--- config.mk ---
export PLATFORM = sky130hd
export DESIGN_NAME = rtc_date_regs
export DESIGN_NICKNAME = d
export VERILOG_FILES = /design/src/verilog/rtc_date_pkg.sv /design/src/verilog/rtc_field_step.sv /design/src/verilog/rtc_date_regs.sv
export VERILOG_INCLUDE_DIRS = /design/src /design/src/verilog
export SDC_FILE = /design/constraint.sdc
export NUM_CORES = 1
export LEC_CHECK = 0
export BUFFER_PORTS_ARGS = -buffer_cell sky130_fd_sc_hd__buf_2
export CORE_MARGIN = 3
export CORE_UTILIZATION = 50
export CTS_BUF_LIST = sky130_fd_sc_hd__clkbuf_8
export CTS_CLUSTER_DIAMETER = 100
export DETAILED_ROUTE_END_ITERATION = 16
export PLACE_DENSITY_LB_ADDON = 0.3
export SLEW_MARGIN = 40
export SYNTH_ARGS = -nofsm -noshare
export SYNTH_HDL_FRONTEND = slang
export SYNTH_HIERARCHICAL = 1
export SYNTH_SLANG_ARGS = --single-unit
--- constraint.sdc ---
create_clock -name clk -period 7.85 [get_ports clk]
set_input_delay 0.785 -clock clk [delete_from_list [all_inputs] [get_ports clk]]
set_output_delay 0.785 -clock clk [all_outputs]
set_load 0.02 [all_outputs]
--- src/verilog/rtc_date_consts.svh ---
/*
  Offsets, field layouts, count limits and response codes of the calendar
  date registers. Definitions only; included by bare name.
  Assumes the includer compiles it once per compilation unit.
*/
`ifndef RTC_DATE_CONSTS_SVH
`define RTC_DATE_CONSTS_SVH

// register indices; byte address is four times the index
`define RTC_IDX_WEEKDAY 12'hf34
`define RTC_IDX_MONTH 12'hf35
`define RTC_IDX_YEAR 12'hf36
`define RTC_IDX_ALARM_SEC 12'hf37

// field widths and positions
`define RTC_WEEKDAY_W 3
`define RTC_MONTH_W 5
`define RTC_MONTH_TENS_BIT 4
`define RTC_YEAR_W 8
`define RTC_ALARM_W 8

// count limits, binary and decimal coding
`define RTC_WEEKDAY_MIN 8'h01
`define RTC_WEEKDAY_MAX 8'h07
`define RTC_MONTH_MIN 8'h01
`define RTC_MONTH_MAX_BIN 8'h0c
`define RTC_MONTH_MAX_BCD 8'h12
`define RTC_YEAR_MIN 8'h00
`define RTC_YEAR_MAX_BIN 8'h63
`define RTC_YEAR_MAX_BCD 8'h99

// bus responses
`define RTC_RESP_OKAY 2'h0
`define RTC_RESP_SLVERR 2'h2

`endif

--- src/verilog/rtc_date_pkg.sv ---
/*
  Types shared by the calendar date register block.
  Assumes rtc_date_consts.svh carries all numeric constants.
*/
package rtc_date_pkg;

  // which register a bus address selects
  typedef enum logic [2:0] {
    SEL_NONE = 3'h0,
    SEL_WEEKDAY = 3'h1,
    SEL_MONTH = 3'h2,
    SEL_YEAR = 3'h3,
    SEL_ALARM = 3'h4
  } reg_sel_e;

  // write channel sequencer, gray along idle -> respond -> idle
  typedef enum logic [1:0] {
    WR_IDLE = 2'b00,
    WR_RESP = 2'b01
  } wr_state_e;

  // register images shown to the rest of the clock unit
  typedef struct packed {
    logic [7:0] weekday;
    logic [7:0] month;
    logic [7:0] year;
    logic [7:0] alarm_sec;
  } date_s;

endpackage : rtc_date_pkg

--- src/verilog/rtc_field_step.sv ---
/*
  One calendar field: next count value with wrap, in binary or decimal.
  Assumes limits are given in the same coding as the current value.
*/
module rtc_field_step (
  input wire logic [7:0] cur,
  input wire logic bcd_mode,
  input wire logic [7:0] min_val,
  input wire logic [7:0] max_val,
  output logic [7:0] nxt_val,
  output logic at_max
);

  logic [7:0] inc_bin; // plain binary successor
  logic [7:0] inc_bcd; // decimal successor, ones digit carries into tens

  // successors in both codings
  always_comb begin
    inc_bin = cur + 8'h01;
    if (cur[3:0] >= 4'h9) begin
      inc_bcd = {cur[7:4] + 4'h1, 4'h0};
    end else begin
      inc_bcd = {cur[7:4], cur[3:0] + 4'h1};
    end
  end

  // an out-of-range value written by software also wraps, so a bad
  // write cannot leave the field counting through illegal codes
  assign at_max = (cur >= max_val);
  assign nxt_val = at_max ? min_val : (bcd_mode ? inc_bcd : inc_bin);

endmodule : rtc_field_step

--- src/verilog/rtc_date_regs.sv ---
/*
  Calendar date registers of the real-time clock: weekday, month, year
  and alarm seconds, reached over an AXI4-Lite slave.
  Assumes bcd_en, clock_locked, day_tick and month_tick come from logic
  on clk (lock control and day-of-month counter), so none is synchronised.

// Summary of operation
// - counts keep their value through reset
// - date counts writable only while unlocked
// - binary or decimal counting per coding select
// - weekday lowest count is one
// - weekday in bits 2:0, values 1..7
// - weekday bits 7:3 read-only, software writes zero
// - month lowest count is one
// - binary month in bits 3:0, 1..12
// - decimal month tens bit 4, ones 3:0
// - binary year 0..0x63 in bits 6:0
// - decimal year tens 7:4, ones 3:0
// - alarm seconds writable, kept through reset
*/
`include "rtc_date_consts.svh"

module rtc_date_regs #(
  parameter int unsigned ADDR_W = 16
) (
  input wire logic clk,
  input wire logic sys_rst,
  input wire logic clk_en,
  input wire logic bcd_en,
  input wire logic clock_locked,
  input wire logic day_tick,
  input wire logic month_tick,
  output rtc_date_pkg::date_s date,
  input wire logic [ADDR_W-1:0] awaddr,
  input wire logic awvalid,
  output logic awready,
  input wire logic [31:0] wdata,
  input wire logic [3:0] wstrb,
  input wire logic wvalid,
  output logic wready,
  output logic [1:0] bresp,
  output logic bvalid,
  input wire logic bready,
  input wire logic [ADDR_W-1:0] araddr,
  input wire logic arvalid,
  output logic arready,
  output logic [31:0] rdata,
  output logic [1:0] rresp,
  output logic rvalid,
  input wire logic rready
);

  // address to register select, shared by the write and read paths
  function automatic rtc_date_pkg::reg_sel_e reg_dec(
    input logic [ADDR_W-1:0] a
  );
    logic [ADDR_W-1:0] idx;
    idx = a >> 2;
    if (idx == ADDR_W'(`RTC_IDX_WEEKDAY)) begin
      reg_dec = rtc_date_pkg::SEL_WEEKDAY;
    end else if (idx == ADDR_W'(`RTC_IDX_MONTH)) begin
      reg_dec = rtc_date_pkg::SEL_MONTH;
    end else if (idx == ADDR_W'(`RTC_IDX_YEAR)) begin
      reg_dec = rtc_date_pkg::SEL_YEAR;
    end else if (idx == ADDR_W'(`RTC_IDX_ALARM_SEC)) begin
      reg_dec = rtc_date_pkg::SEL_ALARM;
    end else begin
      reg_dec = rtc_date_pkg::SEL_NONE;
    end
  endfunction : reg_dec

  // count registers; deliberately outside the reset
  logic [`RTC_WEEKDAY_W-1:0] weekday_r; // weekday_value
  logic [`RTC_MONTH_W-1:0] month_r; // month_tens and month_ones
  logic [`RTC_YEAR_W-1:0] year_r; // year_tens and year_ones
  logic [`RTC_ALARM_W-1:0] alarm_sec_r; // alarm_seconds_value

  // write channel state
  rtc_date_pkg::wr_state_e wr_state_r;
  logic aw_got_r; // address taken, waiting for data
  logic w_got_r; // data taken, waiting for address
  logic [ADDR_W-1:0] waddr_r;
  logic [7:0] wbyte_r;
  logic wlane_r; // byte lane 0 enabled
  logic [1:0] bresp_r;

  // read channel state
  logic rvalid_r;
  logic [31:0] rdata_r;
  logic [1:0] rresp_r;

  // live enable: the whole block freezes under clk_en low; reset holds the counts and clears the channels
  logic run;
  logic aw_fire;
  logic w_fire;
  logic ar_fire;
  logic wr_do; // both halves present: commit the write this cycle
  logic [ADDR_W-1:0] wr_addr;
  logic [7:0] wr_byte;
  logic wr_lane;
  rtc_date_pkg::reg_sel_e wr_sel;
  rtc_date_pkg::reg_sel_e rd_sel;
  logic weekday_wr;
  logic month_wr;
  logic year_wr;
  logic alarm_wr;

  // field stepping: 0 weekday, 1 month, 2 year
  logic [7:0] step_cur [3];
  logic [7:0] step_min [3];
  logic [7:0] step_max [3];
  logic [7:0] step_nxt [3];
  logic step_wrap [3];
  logic year_carry;

  assign run = clk_en && !sys_rst;
  // handshake outputs are combinational; readies drop while frozen so
  // no beat is accepted on a cycle the registers cannot take it
  assign awready = run && (wr_state_r == rtc_date_pkg::WR_IDLE) && !aw_got_r;
  assign wready = run && (wr_state_r == rtc_date_pkg::WR_IDLE) && !w_got_r;
  assign bvalid = (wr_state_r == rtc_date_pkg::WR_RESP);
  assign bresp = bresp_r;
  assign arready = run && !rvalid_r;
  assign rvalid = rvalid_r;
  assign rdata = rdata_r;
  assign rresp = rresp_r;
  assign aw_fire = awvalid && awready;
  assign w_fire = wvalid && wready;
  assign ar_fire = arvalid && arready;
  // address and data may arrive in either order; use the held copy
  assign wr_addr = aw_got_r ? waddr_r : awaddr;
  assign wr_byte = w_got_r ? wbyte_r : wdata[7:0];
  assign wr_lane = w_got_r ? wlane_r : wstrb[0];
  assign wr_do = run && (wr_state_r == rtc_date_pkg::WR_IDLE) &&
                 (aw_got_r || aw_fire) && (w_got_r || w_fire);
  assign wr_sel = reg_dec(wr_addr);
  assign rd_sel = reg_dec(araddr);
  // a locked clock turns the date writes into no-ops, still OKAY
  assign weekday_wr = wr_do && wr_lane && !clock_locked &&
                      (wr_sel == rtc_date_pkg::SEL_WEEKDAY);
  assign month_wr = wr_do && wr_lane && !clock_locked &&
                    (wr_sel == rtc_date_pkg::SEL_MONTH);
  assign year_wr = wr_do && wr_lane && !clock_locked &&
                   (wr_sel == rtc_date_pkg::SEL_YEAR);
  // alarm seconds ignore the lock
  assign alarm_wr = wr_do && wr_lane &&
                    (wr_sel == rtc_date_pkg::SEL_ALARM);
  // write sequencer: collect both halves, then answer
  always_ff @(posedge clk) begin
    if (sys_rst) begin
      wr_state_r <= rtc_date_pkg::WR_IDLE;
      aw_got_r <= 1'b0;
      w_got_r <= 1'b0;
      bresp_r <= `RTC_RESP_OKAY;
    end else if (clk_en) begin
      case (wr_state_r)
        rtc_date_pkg::WR_IDLE: begin
          if (wr_do) begin
            wr_state_r <= rtc_date_pkg::WR_RESP;
            aw_got_r <= 1'b0;
            w_got_r <= 1'b0;
            // unmapped addresses answer an error, nothing stored
            bresp_r <= (wr_sel == rtc_date_pkg::SEL_NONE) ?
                       `RTC_RESP_SLVERR : `RTC_RESP_OKAY;
          end else begin
            if (aw_fire) begin
              aw_got_r <= 1'b1;
            end
            if (w_fire) begin
              w_got_r <= 1'b1;
            end
          end
        end
        rtc_date_pkg::WR_RESP: begin
          if (bready) begin
            wr_state_r <= rtc_date_pkg::WR_IDLE;
          end
        end
        default: begin
          wr_state_r <= rtc_date_pkg::WR_IDLE;
        end
      endcase
    end
  end

  // held copies of whichever write half came first
  always_ff @(posedge clk) begin
    if (sys_rst) begin
      waddr_r <= '0;
      wbyte_r <= 8'h00;
      wlane_r <= 1'b0;
    end else if (clk_en) begin
      if (aw_fire) begin
        waddr_r <= awaddr;
      end
      if (w_fire) begin
        wbyte_r <= wdata[7:0];
        wlane_r <= wstrb[0];
      end
    end
  end

  // read channel: data registered on the same edge that takes the address
  always_ff @(posedge clk) begin
    if (sys_rst) begin
      rvalid_r <= 1'b0;
      rdata_r <= 32'h0000_0000;
      rresp_r <= `RTC_RESP_OKAY;
    end else if (clk_en) begin
      if (ar_fire) begin
        rvalid_r <= 1'b1;
        rresp_r <= `RTC_RESP_OKAY;
        case (rd_sel)
          rtc_date_pkg::SEL_WEEKDAY: begin
            rdata_r <= {29'h0, weekday_r};
          end
          rtc_date_pkg::SEL_MONTH: begin
            rdata_r <= {27'h0, month_r};
          end
          rtc_date_pkg::SEL_YEAR: begin
            rdata_r <= {24'h0, year_r};
          end
          rtc_date_pkg::SEL_ALARM: begin
            rdata_r <= {24'h0, alarm_sec_r};
          end
          default: begin
            rdata_r <= 32'h0000_0000;
            rresp_r <= `RTC_RESP_SLVERR;
          end
        endcase
      end else if (rready) begin
        rvalid_r <= 1'b0;
      end
    end
  end

  // step limits follow the coding select
  assign step_cur[0] = {5'h00, weekday_r};
  assign step_cur[1] = {3'h0, month_r};
  assign step_cur[2] = year_r;
  assign step_min[0] = `RTC_WEEKDAY_MIN;
  assign step_min[1] = `RTC_MONTH_MIN;
  assign step_min[2] = `RTC_YEAR_MIN;
  assign step_max[0] = `RTC_WEEKDAY_MAX;
  assign step_max[1] = bcd_en ? `RTC_MONTH_MAX_BCD : `RTC_MONTH_MAX_BIN;
  assign step_max[2] = bcd_en ? `RTC_YEAR_MAX_BCD : `RTC_YEAR_MAX_BIN;

  // one stepper per field
  genvar g;
  generate
    for (g = 0; g < 3; g++) begin : g_step
      rtc_field_step u_step (
        .cur(step_cur[g]),
        .bcd_mode(bcd_en),
        .min_val(step_min[g]),
        .max_val(step_max[g]),
        .nxt_val(step_nxt[g]),
        .at_max(step_wrap[g])
      );
    end
  endgenerate

  // a software write in the same cycle as a tick wins, since software
  // only writes while setting the clock
  assign year_carry = month_tick && step_wrap[1] && !month_wr;
  // weekday count: no reset branch, so the value survives reset
  always_ff @(posedge clk) begin
    if (run) begin
      if (weekday_wr) begin
        weekday_r <= wr_byte[`RTC_WEEKDAY_W-1:0];
      end else if (day_tick) begin
        weekday_r <= step_nxt[0][`RTC_WEEKDAY_W-1:0];
      end
    end
  end

  // month count; the top three bits are not stored and read zero
  always_ff @(posedge clk) begin
    if (run) begin
      if (month_wr) begin
        month_r <= wr_byte[`RTC_MONTH_W-1:0];
      end else if (month_tick) begin
        month_r <= step_nxt[1][`RTC_MONTH_W-1:0];
      end
    end
  end

  // year count, all eight bits kept for decimal tens
  always_ff @(posedge clk) begin
    if (run) begin
      if (year_wr) begin
        year_r <= wr_byte;
      end else if (year_carry) begin
        year_r <= step_nxt[2];
      end
    end
  end

  // alarm seconds value, kept through reset
  always_ff @(posedge clk) begin
    if (run) begin
      if (alarm_wr) begin
        alarm_sec_r <= wr_byte;
      end
    end
  end

  // register images for the rest of the unit
  assign date = '{weekday: {5'h00, weekday_r}, month: {3'h0, month_r},
                  year: year_r, alarm_sec: alarm_sec_r};
endmodule : rtc_date_regs

==> results of run 1 <==
==> power breakdown <==
group | leakage (nW) | internal, mW | switching [mW]
logic | 1.67 | 0.0668 | 0.0876
registers | 0.519 | 0.340 | 0.0113
clock network | 0.107 | 0.152 | 0.117
total | 2.30 | 0.558 | 0.216
==> sequential cells by signal (all words and copies together), names as in the netlist <==
register / cells
alarm_sec_r: 8
aw_got_r: 1
bresp: 1
month_r: 5
rdata: 8
rresp: 1
rvalid: 1
w_got_r: 1
waddr_r: 14
wbyte_r: 8
weekday_r: 3
wlane_r: 1
wr_state_r: 1
year_r: 8
==> layer usage <==
layer	vias to the layer above	GRT usage	wire length (um)
met2	136	0.348	5010
met5	-	0	0
met3	12	0.0486	704
met1	1696	0.252	4290
li1	1733	-	-
met4	0	0.0528	149
==> critical path, delay by kind of cell <==
kind | cells | cell delay, ps
buf+inv | 1 | 610
simple gates | 2 | 460
compound gates | 2 | 1010
==> stage by stage <==
step | area (um^2) | total power, mW
after floorplan | 4720 | 0.483
after global placement | 4950 | 0.503
after detailed placement | 4960 | 0.509
after CTS | 5160 | 0.775
after global routing | 5170 | 0.813
final | 5170 | 0.774
==> how the worst max path moves through the flow <==
stage,from,end,slack [ps],cells past startpoint
floorplan,bcd_en,year_r[0],4990,8
CTS,sys_rst,year_r[0],4960,5
finish,sys_rst,year_r[5],4930,5
global placement,sys_rst,year_r[1],4350,5
detailed placement,sys_rst,year_r[2],4590,5
global route,sys_rst,year_r[2],4790,5
==> cell type report <==
cell class | instances | share of cell area
Tap cell | 105 | 0.0254
Timing Repair Buffer | 89 | 0.0878
Sequential cell | 61 | 0.283
Multi-Input combinational cell | 375 | 0.545
Clock inverter | 6 | 0.0104
Clock buffer | 10 | 0.0266
Inverter | 30 | 0.0218
==> results.toml, run 1 <==
[sta]
period_share = 0.372
fin_skew_ps = 9.92
slew_violations = 0
setup_viol = 0
worst_hold_slack_ps = 458
rsz0062_at_grt = "no"
relSlewSlack = 0.474
finalHoldViolations = 0
timing.fmax_ghz = 0.343
setup_ws_ps = 4930
min_period_ps = 2920
tns_ps = 0
worstMarginPinSlew_ps = 784

[min_path]
worstHoldStart = "wbyte_r[3]"
hold_path_depth = 2
holdPathEnd = "wbyte_r[3]"
hp-class = "register to register"

[final_layout]
syn_to_final_growth_pct = 16.1
final_cells = 676
drive_above_1_share = 0.284
seq_area_um2 = 1460
final_cell_mix = "buf_2, conb_1, dfxtp_1"
final_common_cell = "buf_2"
diodes = 0
final_util = 0.614
nFillCells = 721
nets = 680
multi_input_area_um2 = 2820

[power_and_ir_drop]
powerDensity_nw_per_um2 = 150
ir_drop_uv = 115
power_leakage_nw = 2.30

[clocking]
cts_root_buffer = "clkbuf_8"
clk_latency_ps = 340
cts_resized = 0
path_clk_slew_ps = 60
cts_setup_buffers = 0
htree_levels = 3
postCtsHoldBufs = 0
cts_buffer_depth = 2
cts_tree = "yes"
cts.sink_count = 61
cts_made_buffers = 9

[die]
ios = 153
initial_core_util = 0.529
design.core.area_um2 = 8420
rows = 33
die_w_um = 100
dieArea_um2 = 10100
dieHeight_um = 100

[routing]
first_iter_violations = 287
ant_nets = 0
vias = 3577
remaining_drc_errors = 0
drt_first_pass_iters = 5
wirelength_mm = 10.2
routed_via_density = 5.29
avgRoutedWirePerCell_um = 15.0

[global_route]
grt_usage = 0.202
grt_overflow = 0
grt_pass1_wl_mm = 16.1
antenna_found_initial = 0
grt_max_degree = 43
grt_pass1_vias = 3397

[logic_synthesis]
syn_inst = 446
syn_area_um2 = 4460
yosysWarnings = 6
syn_area_per_cell_um2 = 9.99

[setup_path]
crit_path_start_kind = "input pin"
r2r_end = "year_r[5]"
end_kind = "register"
path_cells = "buf_2, or3b_1, nor3b_2, o2111a_1, o31ai_2"
path_max_fanout = 42
r2r_slack_ps = 5180
r2r-start = "w_got_r"
cp.arrival_ps = 2880
timing.setup.critical_path_class = "input pin to register"
crit_path_max_incr_delay_ps = 730
cp.required_ps = 7810
cp_slowest_cell = "o31ai_2"
reg2regPathDepth = 4

[outcome]
status = "finished, final reports clean"

[placed_design]
place_ws_ps = 4590
post-place-cells = 659
dpl.hpwl_mm = 8.00
routabilityCongestion = 0.841
portBuffers = 87

[job]
drv_cap = 0
(Power assumes the default switching activity.)
==> run 2: changes to the inputs <==
--- a/config.mk
+++ b/config.mk
@@ -6,6 +6,7 @@
 export SDC_FILE = /design/constraint.sdc
 export NUM_CORES = 1
 export LEC_CHECK = 0
+export ABC_AREA = 1
 export BUFFER_PORTS_ARGS = -buffer_cell sky130_fd_sc_hd__buf_2
 export CORE_MARGIN = 3
 export CORE_UTILIZATION = 50
==> constraint.sdc (replaced) <==
create_clock -name clk -period 2.5 [get_ports clk]
set_input_delay 0.25 -clock clk [delete_from_list [all_inputs] [get_ports clk]]
set_output_delay 0.25 -clock clk [all_outputs]
set_load 0.02 [all_outputs]
==> run 2 against run 1 <==
Global-route usage increased by 0.12 points. Die area increased by 10%. Register-to-register slack got worse by 4900 ps. First-iteration DRC count decreased by 4.9%. Clock skew increased by 2.1 ps. Core utilization decreased by 0.44 points. Non-clock buffer count increased by 11. Routed wire length increased by 15%. Area after synthesis increased by 11%. Critical path depth increased by 6. Sequential share of layout area decreased by 2.8 points. Synthesized cell count increased by 59%.
==> results.toml, run 2 <==
[logic_synthesis]
syn_inst = 707
yosysWarnings = 6
syn_area_um2 = 4950
syn_area_per_cell_um2 = 7.00

[final_layout]
syn_to_final_growth_pct = 16.0
nets = 947
final_cells = 967
drive_above_1_share = 0.230
diodes = 0
final_common_cell = "nand2_1"
largest-register = "waddr_r"
final_cell_mix = "nand2_1, buf_2, inv_1"
largest_reg_flops = 14

[global_route]
grt_overflow = 0
use_met1 = 0.259
grt_max_degree = 27
grtUsageMet2 = 0.351
grt_usage = 0.203
grt_pass1_wl_mm = 18.7
met3_usage = 0.0337
grt_pass1_vias = 4150
grt_most_used_layer = "met2"
antenna_found_initial = 0

[setup_path]
crit_path_max_incr_delay_ps = 520
cp_top_family = "flip-flops"
cp.required_ps = 2490
r2r-start = "month_r[2]"
cp_slowest_cell = "edfxtp_1"
path_max_fanout = 8
crit_path_start_kind = "register"
crit_buf_inv = 2
timing.setup.critical_path_class = "register to register"
reg2regPathDepth = 11
critPathLaunch = "month_r[2]"
path_cells = "ha_1, nand2_1, inv_1, nand2_1, nand2_1, nand2_1, nand3_2, nand2_1, inv_1, nand2_1, a21oi_2"
r2r_end = "year_r[6]"
crit_path_frequent_cell = "nand2_1"
r2r_slack_ps = 320
end_kind = "register"
cp.arrival_ps = 2170

[routing]
remaining_drc_errors = 0
first_iter_violations = 273
routed_via_density = 4.84
wirelength_mm = 11.7
avgRoutedWirePerCell_um = 12.1
drt_first_pass_iters = 5
vias = 4682
ant_nets = 0

[placed_design]
portBuffers = 87
post-place-cells = 951
place_ws_ps = 223
dpl.hpwl_mm = 9.29
routabilityCongestion = 0.865

[min_path]
hold_path_depth = 3
hp-class = "input pin to register"
holdPathEnd = "wbyte_r[0]"
worstHoldStart = "wdata[0]"

[power_and_ir_drop]
pwr-share-seq = 0.401
powerDensity_nw_per_um2 = 476
power_leakage_nw = 2.96
p_sw_frac = 0.297
intPower_mw = 1.92
pwr-share-comb = 0.200
power_frac_clock = 0.399
ir_drop_uv = 499
power_switching_uw = 810

[clocking]
cts_buffer_depth = 2
postCtsHoldBufs = 0
cts_setup_buffers = 0
cts_made_buffers = 9
htree_levels = 3
cts_resized = 0
clk_latency_ps = 350
cts.sink_count = 61
cts_tree = "yes"
cts_root_buffer = "clkbuf_8"
path_clk_slew_ps = 70

[die]
design.core.area_um2 = 9420
rows = 35
die_w_um = 105
initial_core_util = 0.526
ios = 153
dieHeight_um = 105
dieArea_um2 = 11100

[sta]
slew_violations = 0
timing.fmax_ghz = 0.459
fin_skew_ps = 12.0
period_share = 0.872
setup_ws_ps = 320
tns_ps = 0
min_period_ps = 2180
rsz0062_at_grt = "no"
finalHoldViolations = 0
setup_viol = 0

[outcome]
status = "finished, final reports clean"

[job]
drv_cap = 0
## run 2: worst max path at each step
stage / endpoint / cells past startpoint
after CTS: year_r[1] / 10
after global placement: year_r[5] / 14
after detailed placement: year_r[5] / 14
after global routing: year_r[6] / 10
final: year_r[6] / 11
after floorplan: year_r[0] / 12
## run 2: power groups by stage
stage               Combinational [mW]  Sequential [mW]  Clock (mW)
detailed placement               0.534             1.12           0
global route                     0.613             1.10        1.14
global placement                 0.517             1.12           0
CTS                              0.537             1.10        1.10
floorplan                        0.446             1.12           0
finish                           0.546             1.10        1.09
## run 2: layout make-up
cell class | instances | area [um^2]
multi-input cells | 567 | 2980
clock buffers | 9 | 124
inverters | 94 | 358
well taps | 129 | 161
flip-flops and latches | 61 | 1460
clock inverters | 7 | 123
repair buffers | 100 | 533
fillers | 877 | 3670
## run 2: stage by stage
stage / power, mW / hold slack, ps / utilization / cell area (um^2)
finish: 2.73 / 184 / 0.610 / 5740
global route: 2.85 / 190 / 0.610 / 5740
CTS: 2.73 / 180 / 0.610 / 5740
detailed placement: 1.65 / 446 / 0.584 / 5490
global placement: 1.63 / 443 / 0.584 / 5490
floorplan: 1.57 / 413 / - / 5220
## run 2: worst min-delay path, cell delays in order
cell and delay, ps:
buf_2 110, nand3_1 70, a21oi_1 60
## run 2: metal layers
metal	vias up	wire [um]
met5	-	0
met4	0	149
met3	12	712
met2	152	5830
met1	2109	5000
li1	2409	-
